**config.mk**
```make
export PLATFORM = sky130hd
export DESIGN_NAME = led_driver_config_regs
export DESIGN_NICKNAME = d
export VERILOG_FILES = /design/src/led_cfg_pkg.sv /design/src/chan_link_if.sv /design/src/pin_sync.sv /design/src/chan_gate.sv /design/src/led_driver_config_regs.sv
export SDC_FILE = /design/constraint.sdc
export NUM_CORES = 1
export LEC_CHECK = 0
export ABC_AREA = 0
export ABC_CLOCK_PERIOD_IN_PS = 3900
export BUFFER_PORTS_ARGS = -buffer_cell sky130_fd_sc_hd__buf_2
export CORE_ASPECT_RATIO = 0.9
export CORE_MARGIN = 1
export CORE_UTILIZATION = 51
export CTS_BUF_LIST = sky130_fd_sc_hd__clkbuf_16
export DETAILED_ROUTE_END_ITERATION = 12
export HOLD_SLACK_MARGIN = 0.08
export PLACE_DENSITY = 0.76
export REMOVE_ABC_BUFFERS = 1
export SETUP_SLACK_MARGIN = 0.2
export SYNTH_ARGS = -nofsm -noshare
export SYNTH_HDL_FRONTEND = slang
export SYNTH_SLANG_ARGS = --single-unit
```
**constraint.sdc**
```tcl
create_clock -name mclk_i -period 3.9 [get_ports mclk_i]
set_input_delay 0.39 -clock mclk_i [delete_from_list [all_inputs] [get_ports mclk_i]]
set_output_delay 0.39 -clock mclk_i [all_outputs]
set_load 0.1 [all_outputs]
```
**src/led_cfg_pkg.sv**
```systemverilog
/*
 * Constants of the backlight driver configuration bank: register addresses,
 * implemented-bit masks, reset values, field positions and decode tables.
 * Assumes a byte-wide register port driven by an external serial engine.
 */
package led_cfg_pkg;

    localparam int NUM_CH = 6;
    localparam int ADDR_W = 8;
    localparam int DATA_W = 8;

    // Register addresses.
    localparam logic [7:0] ADDR_CHANNEL_DISABLE_CTRL = 8'h01;
    localparam logic [7:0] ADDR_FREQ_PHASE_CFG = 8'h02;
    localparam logic [7:0] ADDR_GAIN_TIMER_CFG = 8'h03;
    localparam logic [7:0] ADDR_PROTECT_THRESHOLD_CFG = 8'h04;
    localparam logic [7:0] ADDR_RAMP_ROLE_CFG = 8'h05;
    localparam logic [7:0] ADDR_FAULT_MASK_MAIN = 8'h06;
    localparam logic [7:0] ADDR_SHORT_FAULT_MASK = 8'h07;

    // Implemented bits; the others are dropped on write and read as zero.
    localparam logic [7:0] MASK_CHANNEL_DISABLE = 8'h3f;
    localparam logic [7:0] MASK_FREQ_PHASE = 8'hff;
    localparam logic [7:0] MASK_GAIN_TIMER = 8'hff;
    localparam logic [7:0] MASK_PROTECT_THRESHOLD = 8'hff;
    localparam logic [7:0] MASK_RAMP_ROLE = 8'h3f;
    localparam logic [7:0] MASK_FAULT_MAIN = 8'hff;
    localparam logic [7:0] MASK_SHORT_FAULT = 8'h3f;
    localparam logic [7:0] RESET_VALUE = 8'h00;

    // Field positions.
    localparam int PHASE_LSB = 0;
    localparam int FREQ_LSB = 3;
    localparam int DIM_LSB = 0;
    localparam int SS_LSB = 4;
    localparam int FT_LSB = 6;
    localparam int SHORT_THR_LSB = 0;
    localparam int OVP_THR_LSB = 4;
    localparam int OFF_LSB = 0;
    localparam int ON_LSB = 2;
    localparam int ROLE_SEL_BIT = 4;
    localparam int ROLE_SOFT_BIT = 5;
    localparam int OVP_MASK_BIT = 6;
    localparam int SC_MASK_BIT = 7;

    // Frequency multiplier in eighths; code zero equals unity.
    localparam logic [5:0] FREQ_UNITY_EIGHTHS = 6'h08;

    // Timer scale codes give quarters of the base duration.
    localparam logic [3:0] SCALE_QUARTERS [4] = '{4'h4, 4'h8, 4'h2, 4'h1};

    // Analog dimming gain in thousandths.
    localparam logic [7:0] DIM_GAIN_MILLI [16] = '{
        8'd200, 8'd194, 8'd188, 8'd181, 8'd175, 8'd169, 8'd163, 8'd156,
        8'd150, 8'd144, 8'd138, 8'd131, 8'd125, 8'd119, 8'd113, 8'd106};

    // Thresholds in units of 10 mV.
    localparam logic [8:0] OVP_MAX_CV = 9'd300;
    localparam logic [8:0] OVP_MIN_CV = 9'd90;
    localparam logic [8:0] OVP_STEP_CV = 9'd15;
    localparam logic [8:0] SHORT_LOW_CV = 9'd80;
    localparam logic [8:0] SHORT_BASE_CV = 9'd100;
    localparam logic [8:0] SHORT_STEP_CV = 9'd20;
    localparam logic [3:0] SHORT_BASE_CODE = 4'h5;

    // Ramp lengths in switching clocks, carried as half clocks.
    localparam int SOFT_ON_BASE_CLK = 10;
    localparam int SOFT_OFF_BASE_CLK = 15;
    localparam logic [6:0] ON_HALF_BASE = 7'(2 * SOFT_ON_BASE_CLK);
    localparam logic [6:0] OFF_HALF_BASE = 7'(2 * SOFT_OFF_BASE_CLK);

    localparam logic [1:0] ON_OFF = 2'h0;
    localparam logic [1:0] ON_DOUBLE = 2'h1;
    localparam logic [1:0] ON_BASE = 2'h2;
    localparam logic [1:0] ON_HALF = 2'h3;
    localparam logic [1:0] OFF_BASE = 2'h0;
    localparam logic [1:0] OFF_DOUBLE = 2'h1;
    localparam logic [1:0] OFF_HALF = 2'h2;

    localparam logic [2:0] PHASE_MAX_CODE = 3'h5;

endpackage

```
**src/chan_link_if.sv**
```systemverilog
/*
 * Carries the per-channel controls between the register bank and the
 * channel gating logic. Assumes one bank and one gating instance.
 */
`timescale 1ns/1ps
`default_nettype none

interface chan_link_if;
    logic pwm_level;
    logic [5:0] dis_req;
    logic [5:0] open_mask;
    logic [5:0] short_mask;
    logic [5:0] dis_eff;
    logic [5:0] drive;
    logic [5:0] open_en;
    logic [5:0] short_en;

    modport bank (output pwm_level, dis_req, open_mask, short_mask,
                  input dis_eff, drive, open_en, short_en);
    modport gate (input pwm_level, dis_req, open_mask, short_mask,
                  output dis_eff, drive, open_en, short_en);
endinterface

`default_nettype wire

```
**src/pin_sync.sv**
```systemverilog
/*
 * Three-stage synchroniser with agreement filter for pin inputs.
 * Assumes the inputs are asynchronous to mclk_i.
 */
`timescale 1ns/1ps
`default_nettype none

module pin_sync #(
    parameter int WIDTH = 1
) (
    input wire logic mclk_i,
    input wire logic sys_rst_i,
    input wire logic [WIDTH-1:0] pin_i,
    output logic [WIDTH-1:0] level_o
);

    typedef struct packed {
        logic [WIDTH-1:0] s1;
        logic [WIDTH-1:0] s2;
        logic [WIDTH-1:0] s3;
        logic [WIDTH-1:0] lvl;
    } sync_t;

    sync_t st_r;
    sync_t st_nxt;

    // A bit changes once the second and third stage agree on it.
    always_comb begin
        st_nxt = st_r;
        st_nxt.s1 = pin_i;
        st_nxt.s2 = st_r.s1;
        st_nxt.s3 = st_r.s2;
        for (int i = 0; i < WIDTH; i++) begin
            if (st_r.s2[i] == st_r.s3[i]) begin
                st_nxt.lvl[i] = st_r.s3[i];
            end
        end
    end

    always_ff @(posedge mclk_i) begin
        if (sys_rst_i) begin
            st_r <= '0;
        end else begin
            st_r <= st_nxt;
        end
    end

    assign level_o = st_r.lvl;

endmodule // pin_sync

`default_nettype wire

```
**src/chan_gate.sv**
```systemverilog
/*
 * Per-channel drive and fault-detect enables. Assumes the PWM level
 * arrives already synchronised to mclk_i.
 */
`timescale 1ns/1ps
`default_nettype none

module chan_gate (
    input wire logic mclk_i,
    input wire logic sys_rst_i,
    chan_link_if.gate link
);

    typedef struct packed {
        logic [5:0] dis_eff;
        logic [5:0] drive;
        logic [5:0] open_en;
        logic [5:0] short_en;
    } gate_t;

    gate_t st_r;
    gate_t st_nxt;

    always_comb begin
        st_nxt = st_r;
        if (!link.pwm_level) begin
            st_nxt.dis_eff = link.dis_req;
        end
        st_nxt.drive = {6{link.pwm_level}} & ~st_nxt.dis_eff;
        st_nxt.open_en = ~st_nxt.dis_eff & ~link.open_mask;
        st_nxt.short_en = ~st_nxt.dis_eff & ~link.short_mask;
    end

    always_ff @(posedge mclk_i) begin
        if (sys_rst_i) begin
            st_r <= '0;
        end else begin
            st_r <= st_nxt;
        end
    end

    assign link.dis_eff = st_r.dis_eff;
    assign link.drive = st_r.drive;
    assign link.open_en = st_r.open_en;
    assign link.short_en = st_r.short_en;

endmodule // chan_gate

`default_nettype wire

```
**src/led_driver_config_regs.sv**
```systemverilog
/*
 * Configuration register bank of a six-channel backlight LED driver, with
 * the decode of every field into the values the analog side consumes.
 * Assumes a serial bus engine presents single-cycle read and write strobes
 * with a byte address, and that the PWM and current-sense pins are async.
 */
// How it works
// - Clear disable bit lets channel follow PWM.
// - Disabled channels never detect open or short.
// - Frequency code scales base in eighths.
// - Phase code selects one to six phases.
// - Fault timer scale: 1x, 2x, half, quarter.
// - Soft-start scale uses the same encoding.
// - Dimming gain from 0.200 down to 0.106.
// - Overvoltage level 0.90 V to 3.00 V.
// - Short level 0.8 V, then 1.0-3.0 V.
// - Short code zero selects the external pin.
// - Role source: current-sense pin or register.
// - Soft role bit honored only when selected.
// - Soft-on ramp: off, 2x, 10 clocks, half.
// - Soft-off ramp: 15 clocks, 2x, half.
// - Soft-on setting clamps the soft-off length.
// - Mask bits block short-circuit and overvoltage detection.
// - Open-mask bits block per-channel open detection.
// - Short-mask bits block per-channel short detection.
// - Unimplemented bits ignore writes, read zero.
// - Disable waits for PWM low; phase waits rise.
`timescale 1ns/1ps
`default_nettype none

module led_driver_config_regs (
    input wire logic mclk_i,
    input wire logic sys_rst_i,
    input wire logic reg_wr_i,
    input wire logic reg_rd_i,
    input wire logic [led_cfg_pkg::ADDR_W-1:0] reg_addr_i,
    input wire logic [led_cfg_pkg::DATA_W-1:0] reg_wdata_i,
    output logic [led_cfg_pkg::DATA_W-1:0] reg_rdata_o,
    output logic reg_rvalid_o,
    input wire logic pwm_i,
    input wire logic current_sense_detect_i,
    output logic [5:0] led_drive_o,
    output logic [5:0] open_detect_en_o,
    output logic [5:0] short_detect_en_o,
    output logic short_circuit_detect_en_o,
    output logic overvoltage_detect_en_o,
    output logic [5:0] switch_freq_multiplier_o,
    output logic [2:0] phase_count_o,
    output logic [3:0] fault_timer_scale_o,
    output logic [3:0] softstart_scale_o,
    output logic [7:0] dim_gain_o,
    output logic [8:0] overvoltage_threshold_o,
    output logic [8:0] short_threshold_o,
    output logic short_ref_external_o,
    output logic role_slave_o,
    output logic soft_on_en_o,
    output logic [6:0] ramp_on_half_o,
    output logic [6:0] ramp_off_half_o
);

    import led_cfg_pkg::*;

    ////////////////////////////////////////////////////////////////////////////

    typedef struct packed {
        logic [7:0] channel_disable_ctrl;
        logic [7:0] freq_phase_cfg;
        logic [7:0] gain_timer_cfg;
        logic [7:0] protect_threshold_cfg;
        logic [7:0] ramp_role_cfg;
        logic [7:0] fault_mask_main;
        logic [7:0] short_fault_mask;
        logic pwm_d;
        logic [2:0] phase_act;
        logic [7:0] rdata;
        logic rvalid;
        logic [5:0] freq_mult;
        logic [3:0] ft_scale;
        logic [3:0] ss_scale;
        logic [7:0] dim;
        logic [8:0] ovp_cv;
        logic [8:0] short_cv;
        logic short_ext;
        logic slave;
        logic soft_on_en;
        logic [6:0] on_half;
        logic [6:0] off_half;
        logic sc_en;
        logic ov_en;
    } bank_t;

    bank_t st_r;
    bank_t st_nxt;

    logic pwm_level;
    logic cs_level;

    chan_link_if link ();

    ////////////////////////////////////////////////////////////////////////////

    pin_sync #(
        .WIDTH(2)
    ) u_pin_sync (
        .mclk_i(mclk_i),
        .sys_rst_i(sys_rst_i),
        .pin_i({current_sense_detect_i, pwm_i}),
        .level_o({cs_level, pwm_level})
    );

    chan_gate u_chan_gate (
        .mclk_i(mclk_i),
        .sys_rst_i(sys_rst_i),
        .link(link.gate)
    );

    assign link.pwm_level = pwm_level;
    assign link.dis_req = st_r.channel_disable_ctrl[5:0];
    assign link.open_mask = st_r.fault_mask_main[5:0];
    assign link.short_mask = st_r.short_fault_mask[5:0];

    ////////////////////////////////////////////////////////////////////////////

    logic [2:0] phase_code;
    logic [4:0] freq_code;
    logic [3:0] ovp_code;
    logic [3:0] short_code;
    logic [1:0] on_code;
    logic [1:0] off_code;

    always_comb begin
        st_nxt = st_r;
        st_nxt.rvalid = 1'b0;
        st_nxt.pwm_d = pwm_level;

        // Stores keep only implemented bits.
        if (reg_wr_i) begin
            case (reg_addr_i)
                ADDR_CHANNEL_DISABLE_CTRL: begin
                    st_nxt.channel_disable_ctrl = reg_wdata_i & MASK_CHANNEL_DISABLE;
                end
                ADDR_FREQ_PHASE_CFG: begin
                    st_nxt.freq_phase_cfg = reg_wdata_i & MASK_FREQ_PHASE;
                end
                ADDR_GAIN_TIMER_CFG: begin
                    st_nxt.gain_timer_cfg = reg_wdata_i & MASK_GAIN_TIMER;
                end
                ADDR_PROTECT_THRESHOLD_CFG: begin
                    st_nxt.protect_threshold_cfg = reg_wdata_i & MASK_PROTECT_THRESHOLD;
                end
                ADDR_RAMP_ROLE_CFG: begin
                    st_nxt.ramp_role_cfg = reg_wdata_i & MASK_RAMP_ROLE;
                end
                ADDR_FAULT_MASK_MAIN: begin
                    st_nxt.fault_mask_main = reg_wdata_i & MASK_FAULT_MAIN;
                end
                ADDR_SHORT_FAULT_MASK: begin
                    st_nxt.short_fault_mask = reg_wdata_i & MASK_SHORT_FAULT;
                end
                default: begin
                end
            endcase
        end

        // Reads return the stored value; unmapped addresses read zero.
        if (reg_rd_i) begin
            st_nxt.rvalid = 1'b1;
            case (reg_addr_i)
                ADDR_CHANNEL_DISABLE_CTRL: st_nxt.rdata = st_r.channel_disable_ctrl;
                ADDR_FREQ_PHASE_CFG: st_nxt.rdata = st_r.freq_phase_cfg;
                ADDR_GAIN_TIMER_CFG: st_nxt.rdata = st_r.gain_timer_cfg;
                ADDR_PROTECT_THRESHOLD_CFG: st_nxt.rdata = st_r.protect_threshold_cfg;
                ADDR_RAMP_ROLE_CFG: st_nxt.rdata = st_r.ramp_role_cfg;
                ADDR_FAULT_MASK_MAIN: st_nxt.rdata = st_r.fault_mask_main;
                ADDR_SHORT_FAULT_MASK: st_nxt.rdata = st_r.short_fault_mask;
                default: st_nxt.rdata = RESET_VALUE;
            endcase
        end

        // Phase count moves to the active copy at a PWM rising edge only.
        phase_code = st_r.freq_phase_cfg[PHASE_LSB +: 3];
        if (pwm_level && !st_r.pwm_d) begin
            if (phase_code > PHASE_MAX_CODE) begin
                st_nxt.phase_act = 3'h0;
            end else begin
                st_nxt.phase_act = phase_code;
            end
        end

        // Code zero and code seven both give unity.
        freq_code = st_r.freq_phase_cfg[FREQ_LSB +: 5];
        if (freq_code == 5'h00) begin
            st_nxt.freq_mult = FREQ_UNITY_EIGHTHS;
        end else begin
            st_nxt.freq_mult = 6'(freq_code) + 6'h01;
        end

        st_nxt.ft_scale = SCALE_QUARTERS[st_r.gain_timer_cfg[FT_LSB +: 2]];
        st_nxt.ss_scale = SCALE_QUARTERS[st_r.gain_timer_cfg[SS_LSB +: 2]];
        st_nxt.dim = DIM_GAIN_MILLI[st_r.gain_timer_cfg[DIM_LSB +: 4]];

        ovp_code = st_r.protect_threshold_cfg[OVP_THR_LSB +: 4];
        if (ovp_code == 4'h0 || ovp_code == 4'hf) begin
            st_nxt.ovp_cv = OVP_MAX_CV;
        end else begin
            st_nxt.ovp_cv = OVP_MIN_CV + OVP_STEP_CV * (9'(ovp_code) - 9'd1);
        end

        short_code = st_r.protect_threshold_cfg[SHORT_THR_LSB +: 4];
        st_nxt.short_ext = (short_code == 4'h0);
        if (short_code == 4'h0) begin
            st_nxt.short_cv = 9'd0;
        end else if (short_code < SHORT_BASE_CODE) begin
            st_nxt.short_cv = SHORT_LOW_CV;
        end else begin
            st_nxt.short_cv = SHORT_BASE_CV
                + SHORT_STEP_CV * (9'(short_code) - 9'(SHORT_BASE_CODE));
        end

        if (st_r.ramp_role_cfg[ROLE_SEL_BIT]) begin
            st_nxt.slave = st_r.ramp_role_cfg[ROLE_SOFT_BIT];
        end else begin
            st_nxt.slave = cs_level;
        end

        on_code = st_r.ramp_role_cfg[ON_LSB +: 2];
        off_code = st_r.ramp_role_cfg[OFF_LSB +: 2];
        st_nxt.soft_on_en = (on_code != ON_OFF);
        case (on_code)
            ON_DOUBLE: st_nxt.on_half = 7'(2 * ON_HALF_BASE);
            ON_BASE: st_nxt.on_half = ON_HALF_BASE;
            ON_HALF: st_nxt.on_half = ON_HALF_BASE >> 1;
            default: st_nxt.on_half = 7'h00;
        endcase
        case (off_code)
            OFF_DOUBLE: st_nxt.off_half = 7'(2 * OFF_HALF_BASE);
            OFF_HALF: st_nxt.off_half = OFF_HALF_BASE >> 1;
            default: st_nxt.off_half = OFF_HALF_BASE;
        endcase
        if (on_code == ON_BASE && off_code == OFF_DOUBLE) begin
            st_nxt.off_half = OFF_HALF_BASE;
        end
        if (on_code == ON_HALF && (off_code == OFF_BASE || off_code == OFF_DOUBLE)) begin
            st_nxt.off_half = OFF_HALF_BASE >> 1;
        end

        st_nxt.sc_en = ~st_r.fault_mask_main[SC_MASK_BIT];
        st_nxt.ov_en = ~st_r.fault_mask_main[OVP_MASK_BIT];
    end

    ////////////////////////////////////////////////////////////////////////////

    always_ff @(posedge mclk_i) begin
        if (sys_rst_i) begin
            st_r <= '0;
        end else begin
            st_r <= st_nxt;
        end
    end

    assign reg_rdata_o = st_r.rdata;
    assign reg_rvalid_o = st_r.rvalid;
    assign led_drive_o = link.drive;
    assign open_detect_en_o = link.open_en;
    assign short_detect_en_o = link.short_en;
    assign short_circuit_detect_en_o = st_r.sc_en;
    assign overvoltage_detect_en_o = st_r.ov_en;
    assign switch_freq_multiplier_o = st_r.freq_mult;
    assign phase_count_o = st_r.phase_act;
    assign fault_timer_scale_o = st_r.ft_scale;
    assign softstart_scale_o = st_r.ss_scale;
    assign dim_gain_o = st_r.dim;
    assign overvoltage_threshold_o = st_r.ovp_cv;
    assign short_threshold_o = st_r.short_cv;
    assign short_ref_external_o = st_r.short_ext;
    assign role_slave_o = st_r.slave;
    assign soft_on_en_o = st_r.soft_on_en;
    assign ramp_on_half_o = st_r.on_half;
    assign ramp_off_half_o = st_r.off_half;

endmodule // led_driver_config_regs

`default_nettype wire

```
# == Yosys cells after proc, flatten, opt, wreduce, memory -nomap -nowiden ==
# Memories as Yosys holds them, arrays and structs flattened. A register that Yosys moved wholly into a read port is not among the register bits.
# Cells that the tools add are included.
# classes
addsub,5
mul,2
div_mod_pow,0
order_cmp,4
eq_ne,15
shifts,0
n_mux,18
bitwise,11
reduce_logical,24
# ops
op,count
8-bit case mux with 7 select lines,1
8-bit by 3-bit == test with 1-bit output (second input constant),4
4-bit 2-to-1 mux,6
7-bit by 9-bit adder with 9-bit output (first input constant),2
6-bit bitwise AND,3
6-bit inverter,3
6-bit case mux with 3 select lines,1
4-bit binary-select mux with 2-bit select,2
8-bit by 2-bit == test with 1-bit output (second input constant),2
2-bit AND reduction,7
6-bit case mux with 2 select lines,1
3-bit by 9-bit multiplier with 7-bit output (first input constant),1
5-bit by 5-bit multiplier with 9-bit output (first input constant),1
9-bit 2-to-1 mux,1
8-bit by 1-bit == test with 1-bit output (second input constant),1
4-bit zero test,2
2-bit OR reduction,4
7-bit 2-to-1 mux,1
5-bit by 1-bit adder with 6-bit output (second input constant),1
2-bit == test (second input constant),3
3-bit greater-or-equal comparator (second input constant),2
6-bit 2-to-1 mux,1
2-bit inverter with 3-bit output,2
3-bit OR reduction,2
18 further kinds,25
# totals
ff_bits,145
latch_bits,0
ramBits,0
romBits,128
input_bits,22
output_inout_bits,89
word_cells,117
memories,1
# mem_list
name,words,width,rd,rd_clocked_by_memory_dff,write_ports,line_no,text
(name not given),16,8,1,1,0,led_driver_config_regs.sv:200,st_nxt.dim = DIM_GAIN_MILLI[st_r.gain_timer_cfg[DIM_LSB +: 4]];

# == Depth between registers and ports, before layout ==
# Gate-level depths: netlist of the first run.
# logic_depth
word_depth,4
ltp_mapped,17
depth_no_buf,16

# == Cells and area by module ==
# A second synthesis of the first run with hierarchy kept.
# hier_totals
cells_unflattened,682
hier_area_um2,6681.4
# modules_own_cells
mod,n_inst,cells_per_inst,area_each_um2,seq_area_each_um2
led_driver_config_regs,1,602,5606.6,2302.2
chan_gate,1,58,832.0,480.5
pin_sync,1,22,242.7,160.2

# == Worst setup path before layout of the first run ==
# No wires, ideal clock.
# synth_path
path_type,register to register
from,reg st_r (netlist bit ovp_code[0])
to,reg st_r (netlist bit overvoltage_threshold_o[8])
setup_ns,0.132
t_arrival_ns,3.886
t_required_ns,3.768
setup_slack_ns,-0.118
path_stages_with_launch,18
n_path_buf,1
synth_period_minus_slack_ns,4.018
path_cell_list,dfxtp_1 -> clkbuf_1 -> inv_1 -> ha_1 -> xnor2_1 -> ha_1 -> xor2_1 -> ha_1 -> inv_1 -> fa_1 -> inv_1 -> fa_1 -> ha_1 -> fa_1 -> a21oi_1 -> o21bai_1 -> xnor2_1 -> a21oi_1
# synth_via
elab_chain_cells,4
word_cells_on_any_way,7
classes_between,add/sub (2); mul (1); eq/ne (1); mux (1); reduce/logical (2)
# synth_lines
item,line_no,text
"start, declared",led_driver_config_regs.sv:92,bank_t st_r;
"start signal, assigned",led_driver_config_regs.sv:257,st_r <= st_nxt;
4-bit by 1-bit subtractor with 5-bit output,led_driver_config_regs.sv:206,st_nxt.ovp_cv = OVP_MIN_CV + OVP_STEP_CV * (9'(ovp_code) - 9'd1);
5-bit by 5-bit multiplier with 9-bit output,led_driver_config_regs.sv:206,
7-bit by 9-bit adder with 9-bit output,led_driver_config_regs.sv:206,
9-bit 2-to-1 mux *,led_driver_config_regs.sv:203,if (ovp_code == 4'h0 || ovp_code == 4'hf) begin
# Every way passes the cells marked *; elsewhere a longest branch is shown, timed or not.
# A chain may end at the register's enable or synchronous reset.

# == Worst setup path after layout of the first run ==
# layout_path
from,reg st_r (netlist bit ovp_code[1])
to,reg st_r (netlist bit overvoltage_threshold_o[8])
# Same word-level chain as after synthesis.

==> qor.csv, run 1 <==
metric,value,unit
status,"finished, final reports clean",
synth_most_common_cell,dfxtp_1,
arrival,3.86,ns
drc,0,
final_layout_size_suffix_gt1_share,22.0,%
path_clk_slew,0.06,ns
wl,14.2,mm
clock_power_share,46.8,%
die_area,13400,um^2
min_period_over_period,92.1,%
die_w,122,um
antenna_left,0,
setup_tns,0,ns
grt_pass1_vias,4673,
cts_tree,built,
ys_ff_latch,147,
clock_insertion_delay_worst_skew,0.43,ns
drt-initial-drc-count,322,
slew_viol_final,0,
setup-violations-final,0,
yosysWarnings,0,
worst_slew_pin_slew,0.968,ns
num-fill-cells,1062,
maxCapViolCount,0,
clock_sinks,147,
fin_cells,902,
cp-end-kind,flop,
yosysSeqAreaShare,44.6,%
synth_cell_types,48,
dp_cells,870,
hold_viol_final,0,
power.density,454,nW/um^2
synth.area.top_cells,"dfxtp_1 45%, mux2i_1 10%, buf_4 7.4%, nor2_1 6.2%, ha_1 5.9%",
vias,4764,
antenna_found_initial,1,
pwr-share-comb,7.9,%
worst_path_most_repeated_cell,ha_4,
wl_per_cell,15.7,um
synthTopCellsByCount,"147 x dfxtp_1, 109 x nor2_1, 68 x mux2i_1",
synth_ff_type,dfxtp_1,
yosys.area.top_type,dfxtp_1,
cts_htree_levels,4,
cp-start-kind,flop,
port_buffers,105,
io_pins,111,
drt-pass1-iter-count,5,
cp.required,4.17,ns
critPathKind,reg2reg,
cts_buffers,17,
path_cells,"inv_2, ha_4, xnor2_4, ha_4, xor2_1, ha_1, inv_1, fa_1, inv_2, fa_1, ha_4, fa_2, a21oi_2, o21bai_1, xnor2_1, a21oi_1",
cts_hold_buf,0,
grt_overflow,0,
initial_core_util,52.2,%
grt_pass1_wl,22.9,mm
total_power,3.37,mW
synth_edf_count,0,
relSlewSlack,34.6,%
grt_max_degree,78,
grtUsageTotal,22.4,%
postSynthCellCount,686,
synth_top_area_share,44.6,%
cts_max_path_buffers,2,
finalClockSkew,0.00604,ns
avgSynthCellArea,9.61,um^2
rsz0062_at_grt,false,
seq_power_share,45.3,%
die_height,110,um
p_sw_share,24.4,%
placementRows,39,
dpl_worst_slack,0.0486,ns
gp_congestion,0.848,
reg2reg_slack,0.31,ns
core,12600,um^2
area_delta_synth_final,12.8,%
worst_path_dominant_cell_family,adder cells,
intPower,2.55,mW
ys_async_sr_fraction,0,%
setup_ws,0.307,ns
detail_route.vias_per_cell,5.28,
hpwlAfterDp,9.82,mm
syn_area,6590,um^2
slowest_stage,fa_1,
fin_nets,784,
switchingPower,0.822,mW
peakVddDrop,0.359,mV
max_freq,0.278,GHz
diodes,0,
final_area,7430,um^2
p_leak,3.56,nW
max_stage_delay,0.43,ns
fin_crit,3.59,ns
placed_area,6780,um^2
cts_root_buffer,clkbuf_16,
cp_max_fo,4,
cp.buffers_inverters,3,
hp-class,in2reg,
## cell usage in the layout, fill, tap and decap left out, drive strengths merged, types with 4 or more instances in the layout
cell type / n
dfxtp: 147
buf: 113
nor2: 109
mux2i: 68
ha: 31
inv: 31
nand2: 26
a21oi: 26
clkbuf: 17
a221oi: 15
nor2b: 14
nor3: 11
nand3b: 11
xnor2: 11
nand2b: 10
nor3b: 9
xor2: 8
o21ai: 8
nand3: 7
clkinv: 7
and2: 6
nand4: 5
and3: 5
conb: 5
fa: 4
## power groups by stage
stage / combinational, mW / sequential (mW) / clock, mW
floorplan: 0.0585 / 1.69 / 0
global placement: 0.260 / 1.56 / 0
detailed placement: 0.263 / 1.56 / 0
CTS: 0.265 / 1.53 / 1.60
global route: 0.278 / 1.53 / 1.67
finish: 0.266 / 1.53 / 1.58
## sequential cells by signal, indices dropped and copies added, names as in the netlist, 3 cells and up
| signal | flops |
|---|---|
| phase_count_o | 3 |
| switch_freq_multiplier_o | 6 |
| u_pin_sync.st_nxt | 4 |
| overvoltage_threshold_o | 9 |
| softstart_scale_o | 4 |
| freq_code | 5 |
| u_chan_gate.link.dis_eff | 6 |
| u_chan_gate.link.open_en | 6 |
| short_threshold_o | 7 |
| phase_code | 3 |
| reg_rdata_o | 8 |
| st_r | 13 |
| dim_gain_o | 8 |
| u_chan_gate.link.short_en | 6 |
| link.dis_req | 6 |
| ramp_on_half_o | 4 |
| ovp_code | 4 |
| short_code | 4 |
| fault_timer_scale_o | 4 |
| link.open_mask | 6 |
| u_chan_gate.link.drive | 6 |
| ramp_off_half_o | 5 |
| link.short_mask | 6 |
## per-stage QoR
step / hold slack, ns / utilization (%)
after CTS: 0.163 / 58.4
after global routing: 0.166 / 58.8
after global placement: 0.408 / 53.7
after floorplan: 0.392 / -
final: 0.170 / 58.8
after detailed placement: 0.403 / 53.7
## layer usage
| layer | GRT usage, % | up-vias | part of all wire (%) |
|---|---|---|---|
| met1 | 28.2 | 2248 | 45 |
| li1 | - | 2316 | - |
| met2 | 36.0 | 169 | 46 |
| met4 | 9.44 | 2 | 2.1 |
| met5 | 0 | - | 0.092 |
| met3 | 6.48 | 29 | 6.8 |
## cell type report
| type | instances | area [um^2] | share of cell area, % |
|---|---|---|---|
| Clock buffer | 17 | 425 | 5.72 |
| Timing Repair Buffer | 113 | 588 | 7.91 |
| Inverter | 28 | 105 | 1.41 |
| Multi-Input combinational cell | 420 | 3020 | 40.6 |
| Sequential cell | 147 | 2950 | 39.6 |
| Clock inverter | 13 | 145 | 1.95 |
| Tap cell | 164 | 205 | 2.76 |
## path summary, 6_finish.rpt
check	startpoint	to	cells after the start
min	current_sense_detect_i	u_pin_sync.st_nxt[5]	2
min reg2reg	u_chan_gate.link.dis_eff[3]	u_chan_gate.link.drive[3]	1
max reg2reg	ovp_code[1]	overvoltage_threshold_o[8]	16
max	ovp_code[1]	overvoltage_threshold_o[8]	16
## repair_timing
action | in CTS | in global routing
pin swaps | 0 | 5
gates resized for setup | 6 | 8
endpoints found under the setup margin | 1 | 1
buffers inserted | 0 | 2
hold endpoints to repair | 0 | 0
## logic make-up after synthesis
family,synth area share (%)
AOI/OAI and AO/OA,6.36
xor gates and xnor gates,2.87
adders and majority gates,7.10
buffers and inverters,10.7
DFF,44.6
muxes,11.5
other,0.0569
and+or+nand+nor,16.7
Power figures use the tool's default switching activity.
==> run 2: changes to the inputs <==
--- a/config.mk
+++ b/config.mk
@@ -6,15 +6,15 @@
 export NUM_CORES = 1
 export LEC_CHECK = 0
 export ABC_AREA = 0
-export ABC_CLOCK_PERIOD_IN_PS = 3900
+export ABC_CLOCK_PERIOD_IN_PS = 4600
 export BUFFER_PORTS_ARGS = -buffer_cell sky130_fd_sc_hd__buf_2
 export CORE_ASPECT_RATIO = 0.9
 export CORE_MARGIN = 1
-export CORE_UTILIZATION = 51
+export CORE_UTILIZATION = 60
 export CTS_BUF_LIST = sky130_fd_sc_hd__clkbuf_16
 export DETAILED_ROUTE_END_ITERATION = 12
 export HOLD_SLACK_MARGIN = 0.08
-export PLACE_DENSITY = 0.76
+export PLACE_DENSITY = 0.84
 export REMOVE_ABC_BUFFERS = 1
 export SETUP_SLACK_MARGIN = 0.2
 export SYNTH_ARGS = -nofsm -noshare
==> constraint.sdc (replaced) <==
create_clock -name mclk_i -period 4.6 [get_ports mclk_i]
set_input_delay 0.46 -clock mclk_i [delete_from_list [all_inputs] [get_ports mclk_i]]
set_output_delay 0.46 -clock mclk_i [all_outputs]
set_load 0.1 [all_outputs]
==> run 2 against run 1 <==
Against the previous run:
- die area shrank 15%
- sequential share of layout area increased by 0.90 points
- register-to-register slack better by 0.29 ns
- total power decreased by 17%
- cell count is 4.3% lower
- cell area down 2.3%
- non-clock buffer count shrank 6
- clock skew grew 0.0011 ns
- setup slack gained 0.29 ns
==> qor.csv, run 2 (synthesized netlist as in run 1, its figures left out) <==
metric,value,unit,change
diodes,0,,unchanged
clock_insertion_delay_worst_skew,0.42,ns,about the same
slew_viol_final,0,,unchanged
cts_root_buffer,clkbuf_16,,
initial_core_util,63.0,%,+11 points
max_freq,0.250,GHz,-10%
highest_layer,met4,,
detail_route.vias_per_cell,5.47,,+3.6%
final_common_cell,dfxtp_1,,
r2r-end,overvoltage_threshold_o[8],,
port_buffers,105,,unchanged
clock_sinks,147,,unchanged
io_pins,111,,unchanged
post_cts_buffers,0,,unchanged
largest_reg_flops,13,,unchanged
setup-violations-final,0,,unchanged
min_period_over_period,87.0,%,-5.1 points
dp_cells,831,,-4.5%
cts_max_path_buffers,2,,unchanged
drt-initial-drc-count,344,,+6.8%
relSlewSlack,43.4,%,+8.8 points
grt_pass1_wl,22.1,mm,-3.2%
die_height,101,um,-7.7%
fin_cells,863,,-4.3%
path_clk_slew,0.06,ns,about the same
cp.required,4.88,ns,+0.71 ns
hpwlAfterDp,9.49,mm,-3.4%
total_power,2.81,mW,-17%
cts_htree_levels,4,,unchanged
grt_overflow,0,,unchanged
max_flop_register,st_r,,
wl_per_cell,15.7,um,about the same
cp-end-kind,flop,,
core,10500,um^2,-17%
final_core_util,69.4,%,+11 points
status,"finished, final reports clean",,
fin_crit,4.00,ns,+0.408 ns
worst_slew_pin_slew,0.837,ns,-0.130 ns
met2_wirelength,6.48,mm,-1.5%
arrival,4.28,ns,+0.42 ns
worst_r2r_path_depth,17,,+1
p_leak,3.49,nW,-1.7%
placed_area,6710,um^2,-1.1%
gp_congestion,0.861,,+1.6%
antenna_found_initial,0,,-1
cts_buffers,17,,unchanged
reg2reg_slack,0.60,ns,+0.29 ns
peakVddDrop,0.319,mV,-11%
grt_max_degree,58,,-26%
critPathKind,reg2reg,,
vias,4722,,-0.88%
drt-pass1-iter-count,5,,unchanged
rsz0062_at_grt,false,,
area_delta_synth_final,10.2,%,
die_w,112,um,-7.7%
hp-class,in2reg,,
grt_pass1_vias,4620,,-1.1%
final_area,7270,um^2,-2.3%
reg2reg_from,ovp_code[0],,
die_area,11400,um^2,-15%
placementRows,35,,-10%
drt-met1-wl,6.14,mm,-2.9%
grtUsageTotal,25.0,%,+2.6 points
finalClockSkew,0.00719,ns,+0.00114 ns
maxCapViolCount,0,,unchanged
cts_tree,built,,
final_layout_size_suffix_gt1_share,20.6,%,-1.4 points
hold_viol_final,0,,unchanged
wl,13.6,mm,-4.4%
fin_nets,778,,-0.77%
antenna_left,0,,unchanged
setup_tns,0,ns,unchanged
power.density,386,nW/um^2,-15%
cp-start-kind,flop,,
endpoint,overvoltage_threshold_o[8],,
startpoint,ovp_code[0],,
cp_max_fo,9,,+5
layout_common_cells,"146 x dfxtp_1, 109 x nor2_1, 104 x buf_2",,
met3_length,731,um,-24%
drc,0,,unchanged
holdCritStartpoint,current_sense_detect_i,,
[run 2: cell types whose count changed in the layout (fill, tap and decap cells not counted), moves of 2 or more]
| cell | before | now |
|---|---|---|
| buf_4 | 9 | 3 |
| ha_4 | 3 | 0 |
| inv_2 | 3 | 0 |
| inv_1 | 27 | 29 |
| ha_1 | 28 | 31 |
| clkinv_1 | 3 | 1 |
| inv_6 | 1 | 4 |
| bufinv_16 | 3 | 1 |
| clkinvlp_4 | 0 | 4 |
[run 2: worst min-delay path by stage]
| stage | end | slack (ns) | depth (start not counted) |
|---|---|---|---|
| 3_3_place_gp | u_chan_gate.link.drive[3] | 0.41 | 1 |
| 2_1_floorplan | u_chan_gate.link.drive[0] | 0.39 | 1 |
| 5_1_grt | u_pin_sync.st_nxt[5] | 0.22 | 2 |
| 4_1_cts | u_pin_sync.st_nxt[5] | 0.23 | 2 |
| 6_report | u_pin_sync.st_nxt[5] | 0.24 | 2 |
| 3_5_place_dp | u_chan_gate.link.drive[1] | 0.40 | 1 |
[run 2: layout make-up]
type | instances | area, um^2
clock buffers | 17 | 425
inverters | 28 | 105
repair buffers | 107 | 543
fillers | 779 | 3200
flip-flops and latches | 147 | 2940
multi-input cells | 420 | 2960
clock inverters | 15 | 130
well taps | 129 | 161
[run 2: stage by stage]
| step | hold WS [ns] | setup WS [ns] |
|---|---|---|
| 2_1_floorplan | 0.392 | 0.716 |
| 3_3_place_gp | 0.406 | 0.560 |
| 3_5_place_dp | 0.405 | 0.488 |
| 4_1_cts | 0.231 | 0.466 |
| 5_1_grt | 0.221 | 0.286 |
| 6_report | 0.243 | 0.599 |
[run 2: what timing repair did]
action / in CTS / in global routing
setup endpoints to repair: 0 / 1
hold buffers: 0 / 0
gates resized for setup: 0 / 1
[run 2: metal layers]
metal	up-vias	track usage [%]
met5	-	0
met4	0	9.54
met3	20	7.54
met2	144	41.3
met1	2242	31.1
li1	2316	-
[run 2: critical path, stage by stage, from the launching register on]
cell and delay, ns:
dfxtp_2 0.43, inv_1 0.08, ha_1 0.25, xnor2_1 0.14, buf_4 0.17, ha_1 0.33, xor2_1 0.16, ha_1 0.29
inv_1 0.05, fa_1 0.37, inv_1 0.08, fa_1 0.42, ha_1 0.24, fa_1 0.40, a21oi_1 0.15, o21bai_1 0.08
xnor2_1 0.14, a21oi_1 0.08
[run 2: report_power, final]
group          total [mW]  switching, mW  internal (mW)
clock network        1.29          0.545          0.744
logic               0.222          0.187         0.0357
registers            1.30        0.00520           1.29
total                2.81          0.737           2.07
==> run 3: changes to the inputs <==
--- a/config.mk
+++ b/config.mk
@@ -10,11 +10,10 @@
 export BUFFER_PORTS_ARGS = -buffer_cell sky130_fd_sc_hd__buf_2
 export CORE_ASPECT_RATIO = 0.9
 export CORE_MARGIN = 1
-export CORE_UTILIZATION = 60
+export CORE_UTILIZATION = 30
 export CTS_BUF_LIST = sky130_fd_sc_hd__clkbuf_16
 export DETAILED_ROUTE_END_ITERATION = 12
 export HOLD_SLACK_MARGIN = 0.08
-export PLACE_DENSITY = 0.84
 export REMOVE_ABC_BUFFERS = 1
 export SETUP_SLACK_MARGIN = 0.2
 export SYNTH_ARGS = -nofsm -noshare
==> run 3 against run 2 <==
Against the previous run:
- routed wire length up 11%
- non-clock buffer count is 1 lower
- sequential share of layout area down 1.2 points
- critical path depth decreased by 1
- die area is 98% higher
- clock-buffer cell count unchanged
==> qor.csv, run 3 (synthesized netlist as in run 1, its figures left out) <==
metric,value,unit,change
die_height,143,um,+41%
seq_power_share,45.2,%,-0.9 points
fin_crit,4.03,ns,+0.0256 ns
io_pins,111,,unchanged
cp_max_fo,9,,unchanged
min_period_over_period,87.5,%,+0.56 points
largest_reg_flops,13,,unchanged
finalClockSkew,0.00665,ns,-0.000535 ns
grt_max_degree,64,,+10%
die_area,22600,um^2,+98%
max_flop_register,st_r,,
detail_route.vias_per_cell,4.42,,-19%
hpwlAfterDp,10.5,mm,+10%
diodes,0,,unchanged
area_delta_synth_final,13.5,%,
multi_input_area,2960,um^2,+0.25%
core,21600,um^2,+110%
final_layout_size_suffix_gt1_share,20.8,%,+0.19 points
port_buffers,105,,unchanged
switchingPower,0.780,mW,+5.8%
worst_r2r_path_depth,16,,-1
gp_congestion,0.770,,-11%
cts_buffers,17,,unchanged
whs,0.246,ns,+0.00303 ns
max_freq,0.248,GHz,-0.64%
cts_hold_buf,0,,unchanged
critPathKind,reg2reg,,
grt_pass1_vias,4310,,-6.7%
path_clk_slew,0.07,ns,about the same
vias,4526,,-4.2%
clock_power_share,47.0,%,+1.1 points
hold_depth,2,,unchanged
hold_viol_final,0,,unchanged
cts_htree_levels,4,,unchanged
wl,15.0,mm,+11%
reg2reg_slack,0.57,ns,-0.03 ns
setup_tns,0,ns,unchanged
layout_common_cells,"146 x dfxtp_1, 109 x nor2_1, 104 x buf_2",,
seq_area,2940,um^2,unchanged
peakVddDrop,0.191,mV,-40%
drc,0,,unchanged
cts_tree,built,,
status,"finished, final reports clean",,
cp.required,4.88,ns,about the same
intPower,2.09,mW,+0.79%
maxCapViolCount,0,,unchanged
placementRows,51,,+46%
final_common_cell,dfxtp_1,,
worst_slew_pin_slew,0.886,ns,+0.0489 ns
p_leak,3.52,nW,+0.59%
grt_pass1_wl,23.5,mm,+6.4%
antenna_left,0,,unchanged
num-fill-cells,2310,,+200%
die_w,158,um,+41%
pwr-share-comb,7.8,%,about the same
drt-initial-drc-count,267,,-22%
power.density,383,nW/um^2,-0.85%
wl_per_cell,14.7,um,-6.7%
grtUsageTotal,13.9,%,-11 points
clock_insertion_delay_worst_skew,0.42,ns,about the same
cp-end-kind,flop,,
slew_viol_final,0,,unchanged
grt_overflow,0,,unchanged
antenna_found_initial,1,,+1
fin_nets,777,,-0.13%
clock_sinks,147,,unchanged
p_sw_share,27.2,%,+0.96 points
initial_core_util,30.6,%,-32 points
arrival,4.31,ns,+0.03 ns
rsz0062_at_grt,false,,
setup-violations-final,0,,unchanged
cp-start-kind,flop,,
cts_root_buffer,clkbuf_16,,
relSlewSlack,40.1,%,-3.3 points
hp-class,in2reg,,
drt-pass1-iter-count,4,,-1
cts_max_path_buffers,2,,unchanged
-- run 3: cell count changes in the layout (fill, tap and decap cells not counted), sizes merged --
cell,previous run,this run
buf,107,106
clkinvlp,4,1
clkinv,5,4
inv,33,36
-- run 3: power groups by stage --
stage,logic (mW),registers [mW],clock network [mW]
global route,0.235,1.30,1.45
CTS,0.226,1.29,1.38
detailed placement,0.225,1.32,0
finish,0.225,1.29,1.35
global placement,0.226,1.32,0
floorplan,0.0496,1.43,0
-- run 3: final timing paths --
| path | to | from |
|---|---|---|
| setup / recovery | overvoltage_threshold_o[8] | ovp_code[0] |
| hold / removal | u_pin_sync.st_nxt[4] | pwm_i |
| setup reg to reg | overvoltage_threshold_o[8] | ovp_code[0] |
| hold reg to reg | u_chan_gate.link.drive[1] | u_chan_gate.link.dis_eff[1] |
-- run 3: area by class of cell --
class,count,share of cell area [%]
inverters,28,1.40
clock buffers,17,5.68
flip-flops and latches,147,39.3
well taps,291,4.87
repair buffers,106,7.16
multi-input cells,420,39.6
clock inverters,14,1.94
-- run 3: per-stage QoR --
step | worst slack (ns) | utilization [%] | power (mW) | instance area, um^2 | instances
final | 0.573 | 34.7 | 2.87 | 7480 | 1023
after detailed placement | 0.331 | 32.0 | 1.55 | 6900 | 992
after floorplan | 0.716 | - | 1.48 | 6000 | 595
after global routing | 0.333 | 34.7 | 2.98 | 7480 | 1023
after global placement | 0.455 | 32.0 | 1.55 | 6900 | 992
after CTS | 0.305 | 34.7 | 2.90 | 7470 | 1023
-- run 3: metal layers --
layer / vias to the layer above / part of all wire (%) / global-route usage (%)
met5: - / 0 / 0
met4: 0 / 1.0 / 4.40
met3: 10 / 5.5 / 4.13
met2: 103 / 46 / 21.7
met1: 2110 / 48 / 18.2
li1: 2303 / - / -
-- run 3: worst max-delay path, stage by stage (launching register included) --
cell and delay (ns):
dfxtp_2 0.43, inv_1 0.08, ha_1 0.27, xnor2_2 0.29, ha_1 0.33, xor2_1 0.16
ha_1 0.29, inv_1 0.05, fa_1 0.39, inv_1 0.09, fa_1 0.42, ha_1 0.24
fa_1 0.40, a21oi_1 0.16, o21bai_1 0.09, xnor2_1 0.13, a21oi_1 0.07
-- run 3: what timing repair did --
action	4_1_cts	5_1_grt
endpoints found under the hold margin	0	0
endpoints found under the setup margin	0	1
setup buffers	0	0
resized for setup	0	2
